[src/verilog/txcbp_pkg.sv]
// shared constants and carrier types for the tx command buffer parser
package txcbp_pkg;

  // command word a field positions
  localparam int A_FIRST_BIT = 13;
  localparam int A_LAST_BIT  = 12;
  localparam int A_SIZE_MSB  = 10;
  localparam int A_SIZE_LSB  = 0;
  localparam int A_ALIGN_MSB = 25;
  localparam int A_ALIGN_LSB = 24;
  localparam int A_OFF_MSB   = 20;
  localparam int A_OFF_LSB   = 16;

  // command word b field positions
  localparam int B_TAG_MSB     = 31;
  localparam int B_TAG_LSB     = 16;
  localparam int B_CRC_DIS_BIT = 13;
  localparam int B_PAD_DIS_BIT = 12;
  localparam int B_LEN_MSB     = 10;
  localparam int B_LEN_LSB     = 0;

  // end alignment encodings; the fourth code is reserved
  localparam logic [1:0] ALIGN_4  = 2'h0;
  localparam logic [1:0] ALIGN_16 = 2'h1;
  localparam logic [1:0] ALIGN_32 = 2'h2;

  // round-up masks in bytes for each alignment
  localparam logic [11:0] MASK_4  = 12'h003;
  localparam logic [11:0] MASK_16 = 12'h00f;
  localparam logic [11:0] MASK_32 = 12'h01f;

  // reset values
  localparam logic [31:0] DATA_RST = 32'h0000_0000;
  localparam logic [15:0] TAG_RST  = 16'h0000;

  // one data dword towards the mac path; lane 0 is d[7:0]
  typedef struct packed {
    logic [31:0] data;
    logic [3:0]  be;
    logic        sop;
    logic        eop;
  } txcbp_dw_s;

  // per packet controls handed to the mac path
  typedef struct packed {
    logic [15:0] tag;
    logic        crc_append;
    logic        pad_enable;
  } txcbp_ctl_s;

  // buffer geometry worked out from command word a
  typedef struct packed {
    logic [2:0] skip_dw;
    logic [9:0] data_end;
    logic [9:0] total_dw;
    logic [3:0] be_first;
    logic [3:0] be_last;
  } txcbp_geo_s;

  typedef enum logic [1:0] {
    ST_CMD_A,
    ST_CMD_B,
    ST_BODY
  } txcbp_state_e;

endpackage

[src/verilog/txcbp_geom.sv]
// buffer geometry calculator: skip, data and padding dwords from command a
`timescale 1ns/1ps
module txcbp_geom (
  input  wire logic [31:0]         cmd_a,
  output txcbp_pkg::txcbp_geo_s    geo
);
  import txcbp_pkg::*;

  logic [10:0] size;
  logic [4:0]  off;
  logic [11:0] span;
  logic [11:0] amask;
  logic [11:0] rounded;
  logic [11:0] span_up;
  logic [11:0] span_m1;

  // byte span of offset plus valid data, then rounded to the alignment
  always_comb begin
    size    = cmd_a[A_SIZE_MSB:A_SIZE_LSB];
    off     = cmd_a[A_OFF_MSB:A_OFF_LSB];
    span    = {1'b0, size} + {7'h00, off};
    unique case (cmd_a[A_ALIGN_MSB:A_ALIGN_LSB])
      ALIGN_16: amask = MASK_16;
      ALIGN_32: amask = MASK_32;
      default:  amask = MASK_4;   // reserved code treated as 4-byte
    endcase
    rounded = (span + amask) & ~amask;
    span_up = span + MASK_4;
    span_m1 = span - 12'h001;
  end

  // data ends inside the dword holding the last valid byte
  always_comb begin
    geo.skip_dw  = off[4:2];
    geo.total_dw = rounded[11:2];
    geo.data_end = (size == 11'h000) ? {7'h00, off[4:2]}
                                     : span_up[11:2];
    geo.be_first = 4'hf << off[1:0];
    geo.be_last  = 4'hf >> (2'h3 - span_m1[1:0]);
  end

endmodule

[src/verilog/txcbp_top.sv]
// tx command buffer parser: command a, command b, payload dwords to mac path
`timescale 1ns/1ps
module txcbp_top (
  input  wire logic                clk,
  input  wire logic                rstn,
  input  wire logic                wr_valid,
  input  wire logic [31:0]         wr_data,
  input  wire logic                err_clr,
  output txcbp_pkg::txcbp_dw_s     mac_dw_ff,
  output logic                     mac_valid_ff,
  output txcbp_pkg::txcbp_ctl_s    mac_ctl_ff,
  output logic                     status_valid_ff,
  output logic [15:0]              status_tag_ff,
  output logic                     status_len_err_ff,
  output logic                     transmitter_error_flag_ff
);
  import txcbp_pkg::*;

  ////////////////////////////////////////////////////////////////////////////
  // parser state

  txcbp_state_e state_ff;
  txcbp_geo_s   geo;
  txcbp_geo_s   geo_ff;
  logic [9:0]   idx_ff;
  logic         first_segment_flag_ff;
  logic         last_seg_ff;
  logic         drop_ff;
  logic         in_pkt_ff;
  logic [11:0]  sum_ff;
  logic [10:0]  len_ff;
  logic [15:0]  tag_ff;

  logic         take_a;
  logic         take_b;
  logic         take_d;
  logic         first_a;
  logic         orphan_a;
  logic         restart_a;
  logic         buf_done;
  logic         pkt_done;
  logic         len_bad;
  logic         in_data;
  logic [9:0]   last_idx;
  logic [10:0]  size_a;

  txcbp_geom txcbp_geom_i (
    .cmd_a (wr_data),
    .geo   (geo)
  );

  ////////////////////////////////////////////////////////////////////////////
  // decode of the incoming word against the current position

  always_comb begin
    take_a    = wr_valid && (state_ff == ST_CMD_A);
    take_b    = wr_valid && (state_ff == ST_CMD_B);
    take_d    = wr_valid && (state_ff == ST_BODY);
    first_a   = wr_data[A_FIRST_BIT];
    size_a    = wr_data[A_SIZE_MSB:A_SIZE_LSB];
    // a middle or last buffer with no open packet has nothing to join
    orphan_a  = take_a && !first_a && !in_pkt_ff;
    // a new first segment cuts short a packet that never saw its last
    restart_a = take_a && first_a && in_pkt_ff;
    last_idx  = geo_ff.total_dw - 10'h001;
    in_data   = (idx_ff >= {7'h00, geo_ff.skip_dw}) &&
                (idx_ff < geo_ff.data_end);
    // a buffer ends on its final padded dword, or at b if it has none
    buf_done  = (take_d && (idx_ff == last_idx)) ||
                (take_b && (geo_ff.total_dw == 10'h000));
    pkt_done  = buf_done && last_seg_ff && !drop_ff;
    len_bad   = sum_ff != {1'b0, len_ff};
  end

  ////////////////////////////////////////////////////////////////////////////
  // word sequence: a, b, then every data and padding dword of the buffer

  always_ff @(posedge clk or negedge rstn) begin
    if (!rstn) begin
      state_ff <= ST_CMD_A;
    end else begin
      unique case (state_ff)
        ST_CMD_A: if (take_a) state_ff <= ST_CMD_B;
        ST_CMD_B: if (take_b) begin
          state_ff <= buf_done ? ST_CMD_A : ST_BODY;
        end
        ST_BODY:  if (buf_done) state_ff <= ST_CMD_A;
      endcase
    end
  end

  // dword index within the data section, counted from the third word
  always_ff @(posedge clk or negedge rstn) begin
    if (!rstn) begin
      idx_ff <= 10'h000;
    end else if (take_b) begin
      idx_ff <= 10'h000;
    end else if (take_d) begin
      idx_ff <= idx_ff + 10'h001;
    end
  end

  // buffer description captured from command a
  always_ff @(posedge clk or negedge rstn) begin
    if (!rstn) begin
      geo_ff                <= '0;
      first_segment_flag_ff <= 1'b0;
      last_seg_ff           <= 1'b0;
      drop_ff               <= 1'b0;
    end else if (take_a) begin
      geo_ff                <= geo;
      first_segment_flag_ff <= first_a;
      last_seg_ff           <= wr_data[A_LAST_BIT];
      drop_ff               <= orphan_a;
    end
  end

  ////////////////////////////////////////////////////////////////////////////
  // packet tracking: open on first segment, close after the last buffer

  always_ff @(posedge clk or negedge rstn) begin
    if (!rstn) begin
      in_pkt_ff <= 1'b0;
    end else if (take_a && first_a) begin
      in_pkt_ff <= 1'b1;
    end else if (pkt_done) begin
      in_pkt_ff <= 1'b0;
    end
  end

  // running byte count, restarted by each first segment
  always_ff @(posedge clk or negedge rstn) begin
    if (!rstn) begin
      sum_ff <= 12'h000;
    end else if (take_a && first_a) begin
      sum_ff <= {1'b0, size_a};
    end else if (take_a && in_pkt_ff) begin
      sum_ff <= sum_ff + {1'b0, size_a};
    end
  end

  // packet fields of b are kept only for a first segment buffer
  always_ff @(posedge clk or negedge rstn) begin
    if (!rstn) begin
      len_ff     <= 11'h000;
      tag_ff     <= TAG_RST;
      mac_ctl_ff <= '0;
    end else if (take_b && first_segment_flag_ff) begin
      len_ff                <= wr_data[B_LEN_MSB:B_LEN_LSB];
      tag_ff                <= wr_data[B_TAG_MSB:B_TAG_LSB];
      mac_ctl_ff.tag        <= wr_data[B_TAG_MSB:B_TAG_LSB];
      // padding off forces the check sequence on, whatever the crc bit
      mac_ctl_ff.crc_append <= !wr_data[B_CRC_DIS_BIT] ||
                               wr_data[B_PAD_DIS_BIT];
      mac_ctl_ff.pad_enable <= !wr_data[B_PAD_DIS_BIT];
    end
  end

  ////////////////////////////////////////////////////////////////////////////
  // mac path dwords: only dwords holding valid bytes, with byte lanes

  always_ff @(posedge clk or negedge rstn) begin
    if (!rstn) begin
      mac_valid_ff <= 1'b0;
      mac_dw_ff    <= '{data: DATA_RST, be: 4'h0, sop: 1'b0, eop: 1'b0};
    end else begin
      // skipped dwords, padding and orphan buffers never leave here
      mac_valid_ff   <= take_d && in_data && !drop_ff;
      mac_dw_ff.data <= wr_data;
      mac_dw_ff.be   <=
        ((idx_ff == {7'h00, geo_ff.skip_dw}) ? geo_ff.be_first : 4'hf) &
        ((idx_ff == geo_ff.data_end - 10'h001) ? geo_ff.be_last : 4'hf);
      mac_dw_ff.sop  <= first_segment_flag_ff &&
                        (idx_ff == {7'h00, geo_ff.skip_dw});
      mac_dw_ff.eop  <= last_seg_ff &&
                        (idx_ff == geo_ff.data_end - 10'h001);
    end
  end

  ////////////////////////////////////////////////////////////////////////////
  // status word and error flag

  // one status pulse per closed packet, tag and length verdict with it
  always_ff @(posedge clk or negedge rstn) begin
    if (!rstn) begin
      status_valid_ff   <= 1'b0;
      status_tag_ff     <= TAG_RST;
      status_len_err_ff <= 1'b0;
    end else begin
      status_valid_ff <= pkt_done;
      if (pkt_done) begin
        status_tag_ff     <= tag_ff;
        status_len_err_ff <= len_bad;
      end
    end
  end

  // sticky; a new error in the clearing cycle wins over the clear
  always_ff @(posedge clk or negedge rstn) begin
    if (!rstn) begin
      transmitter_error_flag_ff <= 1'b0;
    end else if ((pkt_done && len_bad) || orphan_a || restart_a) begin
      transmitter_error_flag_ff <= 1'b1;
    end else if (err_clr) begin
      transmitter_error_flag_ff <= 1'b0;
    end
  end

endmodule
[config.mk]
export PLATFORM = sky130hd
export DESIGN_NAME = txcbp_top
export DESIGN_NICKNAME = d
export VERILOG_FILES = /design/src/verilog/txcbp_pkg.sv /design/src/verilog/txcbp_geom.sv /design/src/verilog/txcbp_top.sv
export SDC_FILE = /design/constraint.sdc
export NUM_CORES = 1
export LEC_CHECK = 0
export BUFFER_PORTS_ARGS = -buffer_cell sky130_fd_sc_hd__buf_2
export CAP_MARGIN = 20
export CORE_MARGIN = 3
export CORE_UTILIZATION = 55
export CTS_CLUSTER_DIAMETER = 100
export DETAILED_ROUTE_END_ITERATION = 7
export PLACE_DENSITY = 0.77
export SLEW_MARGIN = 40
export SYNTH_ARGS = -nofsm -noshare
export SYNTH_HDL_FRONTEND = slang
export SYNTH_SLANG_ARGS = --single-unit
[constraint.sdc]
create_clock -name clk -period 5.5 [get_ports clk]
set_clock_uncertainty 0.1 [all_clocks]
set_input_delay 0.275 -clock clk [delete_from_list [all_inputs] [get_ports clk]]
set_output_delay 0.275 -clock clk [all_outputs]
set_load 0.05 [all_outputs]
==> metrics.md <==
| Metric | Value |
|---|---|
| DIE AREA | `between 15000 and 20000 µm²` |
| Startpoint Class | `input pin` |
| Crit. End Element | `register` |
| Sw Share | `0.427` |
| Initial core utilization | `0.576` |
| Dpl cells | `approximately 1100` |
| Mux cell area share after synthesis | `0.0341` |
| Critical-path top delay cell | `or4b_2` |
| Peak supply drop | `0.000305 V` |
| Die X | `between 100 and 150 µm` |
| Core Rows | `43` |
| GRT Overall Usage | `0.268` |
| Final TNS setup | `0 ps` |
| Clock Latency Late Sink | `420 ps` |
| Max Clock Freq | `258 MHz` |
| H-Tree Depth | `4` |
| Worst path cell trace | `dlygate4sd3_1, buf_2, ha_1, inv_1, fa_1, nand2b_1, a21oi_1, xor2_1, ha_1, a2111oi_0, or2_2, nor2_1, or4b_2, nand3_1` |
| Fraction of the mapped netlist area in compound gates | `0.174` |
| Clock slew at reported path FFs | `roughly 70 ps` |
| Yosys reg bits | `~150` |
| Power per cell area | `517 nW/µm²` |
| Number of global-route vias before repair | `between 6000 and 7000` |
| Syn Inst Count | `roughly 850` |
| Worst Path Arrival | `between 4000 and 5000 ps` |
| Detail Placement HPWL | `roughly 15000 µm` |
| P_int | `about 2.9 mW` |
| Die H | `roughly 130 µm` |
| DR vias | `about 7200` |
| Unrepaired setup endpoints after global routing | `no` |
| Mapped Nets | `between 900 and 1000` |
| DR iter-0 viols | `611` |
| Pre-CTS setup slack | `around 1800 ps` |
| IO Port Bufs | `roughly 110` |
| CTS tree | `built` |
| Core footprint | `between 10000 and 15000 µm²` |
| Distinct cells, synth | `69` |
| IO Pins | `between 100 and 150` |
| Crit-path max FO | `9` |
| Share of the clock period used by the worst path | `0.706` |
| Reg2Reg Setup Slack | `between 2000 and 3000 ps` |
| Crit-path leading delay family | `simple AND/OR/NAND/NOR gates` |
| Max cap viols | `0` |
| Worst slew pin tran | `roughly 890 ps` |
| Lkg Pwr | `approximately 4.4 nW` |
| Fin worst setup slack | `1620 ps` |
| Synthesized area per cell | `around 9.6 µm²` |
| Sequential share of power | `0.329` |
| Non-Filler Instances | `1170` |
| Num CTS Buffers | `17` |
| Root buffer cell | `clkbuf_16` |
| Final slew viol count | `0` |
| Commonest cells after routing, fill and taps aside | `145 x dfrtp_1, 110 x buf_2, 95 x nand2_1` |
| Final Util | `0.687` |
| Vias per inst | `6.11` |
| DRC viols | `0` |
| Design area | `~10000 µm²` |
| GPL Wtd Cong | `0.916` |
| Sequential area share after synthesis | `0.444` |
| Clock power share | `0.231` |
| Combinational family with the most area after synthesis | `simple AND/OR/NAND/NOR gates` |
| CP most frequent cell | `ha_1` |
| Detailed Routing Iterations Pass 1 | `5` |
| Count of flip-flops with a built-in enable after synthesis | `0` |
| Share of cells above drive strength 1 | `0.187` |
| Clk buf depth | `2` |
| Post_cts resized | `0` |
| Clock Sinks | `approximately 150` |
| Final hold vios | `0` |
| Wire per inst | `~18 µm` |
| Finish-stage setup viols | `0` |
| Commonest non-fill, non-tap cell in the layout | `dfrtp_1` |
| Comb pwr share | `0.439` |
| CP max stage delay | `roughly 590 ps` |
| Antenna Nets Post-Route | `0` |
| WP buf/inv | `3` |
| Xor-xnor portion of the synthesized cell area | `0.0653` |
| Async S/R FF share, synth | `1.00` |
| Req. time, crit path | `~5800 ps` |
| Syn Std Cell Area | `8180 µm²` |
| Global-route wire length before repair | `around 35000 µm` |
| Simple-gate share of the synthesized area | `0.179` |
| Area grow syn2layout | `19.3%` |
| Post-CTS setup buffers | `0` |
| Final Net Count | `roughly 1100` |
| Hold crit path type | `input pin to register` |
| Critical path type | `input pin to register` |
| Worst rel slew slack | `0.400` |
| Area post-placement | `between 8000 and 9000 µm²` |
| Pwr Total | `between 5 and 6 mW` |
| Net Sw Power | `around 2.2 mW` |
| Final Critical Period | `approximately 3900 ps` |
| Synth warnings | `0` |
| Final WL | `roughly 22000 µm` |
| Antenna violations before repair | `0` |
| Final hold slack | `41.8 ps` |
| Main synth FF type | `dfrtp_1` |
| Synth Area in Adders | `0.0676` |
| Pin count of the biggest net entering global routing | `86` |
| Outcome | `complete, no violations` |
| Total grt overflow | `0` |
registers in the layout (all words and copies together) (netlist names):
| name | flops |
|---|---|
| mac_dw_ff | 38 |
| geo_ff | 30 |
| status_tag_ff | 16 |
| tag_ff | 16 |
| sum_ff | 12 |
| len_ff | 11 |
| idx_ff | 10 |
| mac_ctl_ff | 2 |
| state_ff | 2 |
| drop_ff | 1 |
| first_segment_flag_ff | 1 |
| in_pkt_ff | 1 |
| last_seg_ff | 1 |
| mac_valid_ff | 1 |
| status_len_err_ff | 1 |
| status_valid_ff | 1 |
| transmitter_error_flag_ff | 1 |
final timing paths:
| check | start | endpoint | cells past startpoint |
|---|---|---|---|
| max in group asynchronous | rstn | tag_ff[7] | 3 |
| min in group asynchronous | rstn | mac_dw_ff[3] | 2 |
| min reg2reg | geo_ff[2] | geo_ff[2] | 2 |
| max reg2reg | geo_ff[10] | status_len_err_ff | 6 |
| max | wr_data[16] | geo_ff[15] | 14 |
| min | wr_data[13] | mac_dw_ff[19] | 1 |
layer usage:
metal  GRT usage  wire length [µm]
met1       0.367              9480
met2       0.431             10400
met5           0                 0
met3      0.0550              1270
met4      0.0861               493
cell usage after synthesis, types with 3 or more instances:
| library cell | instances | area (µm²) |
|---|---|---|
| o21ai_0 | 52 | 260 |
| and2_1 | 11 | 68.8 |
| and3_1 | 11 | 68.8 |
| a211o_1 | 4 | 35.0 |
| o311ai_1 | 16 | 140 |
| inv_1 | 35 | 131 |
| nor4b_1 | 3 | 26.3 |
| or3_1 | 5 | 31.3 |
| nor2b_1 | 12 | 75.1 |
| nand4_1 | 9 | 56.3 |
| or4_1 | 7 | 52.6 |
| o211ai_1 | 11 | 82.6 |
| mux2_2 | 23 | 259 |
| o22ai_1 | 9 | 56.3 |
| o21a_1 | 3 | 22.5 |
| a21o_1 | 6 | 45.0 |
| ha_1 | 41 | 513 |
| o22a_1 | 4 | 35.0 |
| or2_2 | 3 | 18.8 |
| a211oi_1 | 3 | 22.5 |
| a2111oi_0 | 3 | 26.3 |
| nand3b_1 | 4 | 30.0 |
| and4_1 | 4 | 35.0 |
| nand2b_1 | 9 | 56.3 |
| nand4b_1 | 3 | 26.3 |
| xor2_1 | 15 | 131 |
| clkbuf_1 | 40 | 150 |
| nor3_1 | 11 | 55.1 |
| dfrtp_1 | 145 | 3630 |
| a21oi_1 | 35 | 175 |
| nor3b_1 | 4 | 30.0 |
| nor2_1 | 45 | 169 |
| xnor2_1 | 46 | 403 |
| a31oi_1 | 34 | 213 |
| o31ai_1 | 9 | 67.6 |
| nand2_1 | 95 | 357 |
| nand3_1 | 35 | 175 |
| nor4_1 | 5 | 31.3 |
area by class of cell:
| cell class | count | area (µm²) |
|---|---|---|
| clock buffer | 19 | 443 |
| multi-input combinational | 630 | 4270 |
| fill | 1150 | 4450 |
| inverter | 35 | 131 |
| sequential | 145 | 3630 |
| tap | 180 | 225 |
| antenna | 1 | 2.50 |
| clock inverter | 13 | 148 |
| timing repair buffer | 147 | 911 |
cell families after synthesis:
kind of cell               after synthesis
DFF                                    145
muxes                                   25
buffers and inverters                   79
adders and majority gates               43
AOI/OAI and AO/OA                      216
and+or+nand+nor                        285
xor gates and xnor gates                61
power by group through the flow:
stage	combinational [mW]	sequential, mW	clock [mW]
final	2.22	1.66	1.17
after detailed placement	2.16	1.67	0
after CTS	2.20	1.65	1.17
after global routing	2.44	1.70	1.23
after floorplan	1.38	1.92	0
after global placement	2.12	1.66	0
repair_timing:
item,CTS,global route
hold endpoints to repair,121,0
setup endpoints to repair,0,0
hold buffers,29,0
Note: power is estimated with default switching activity, not from simulation.
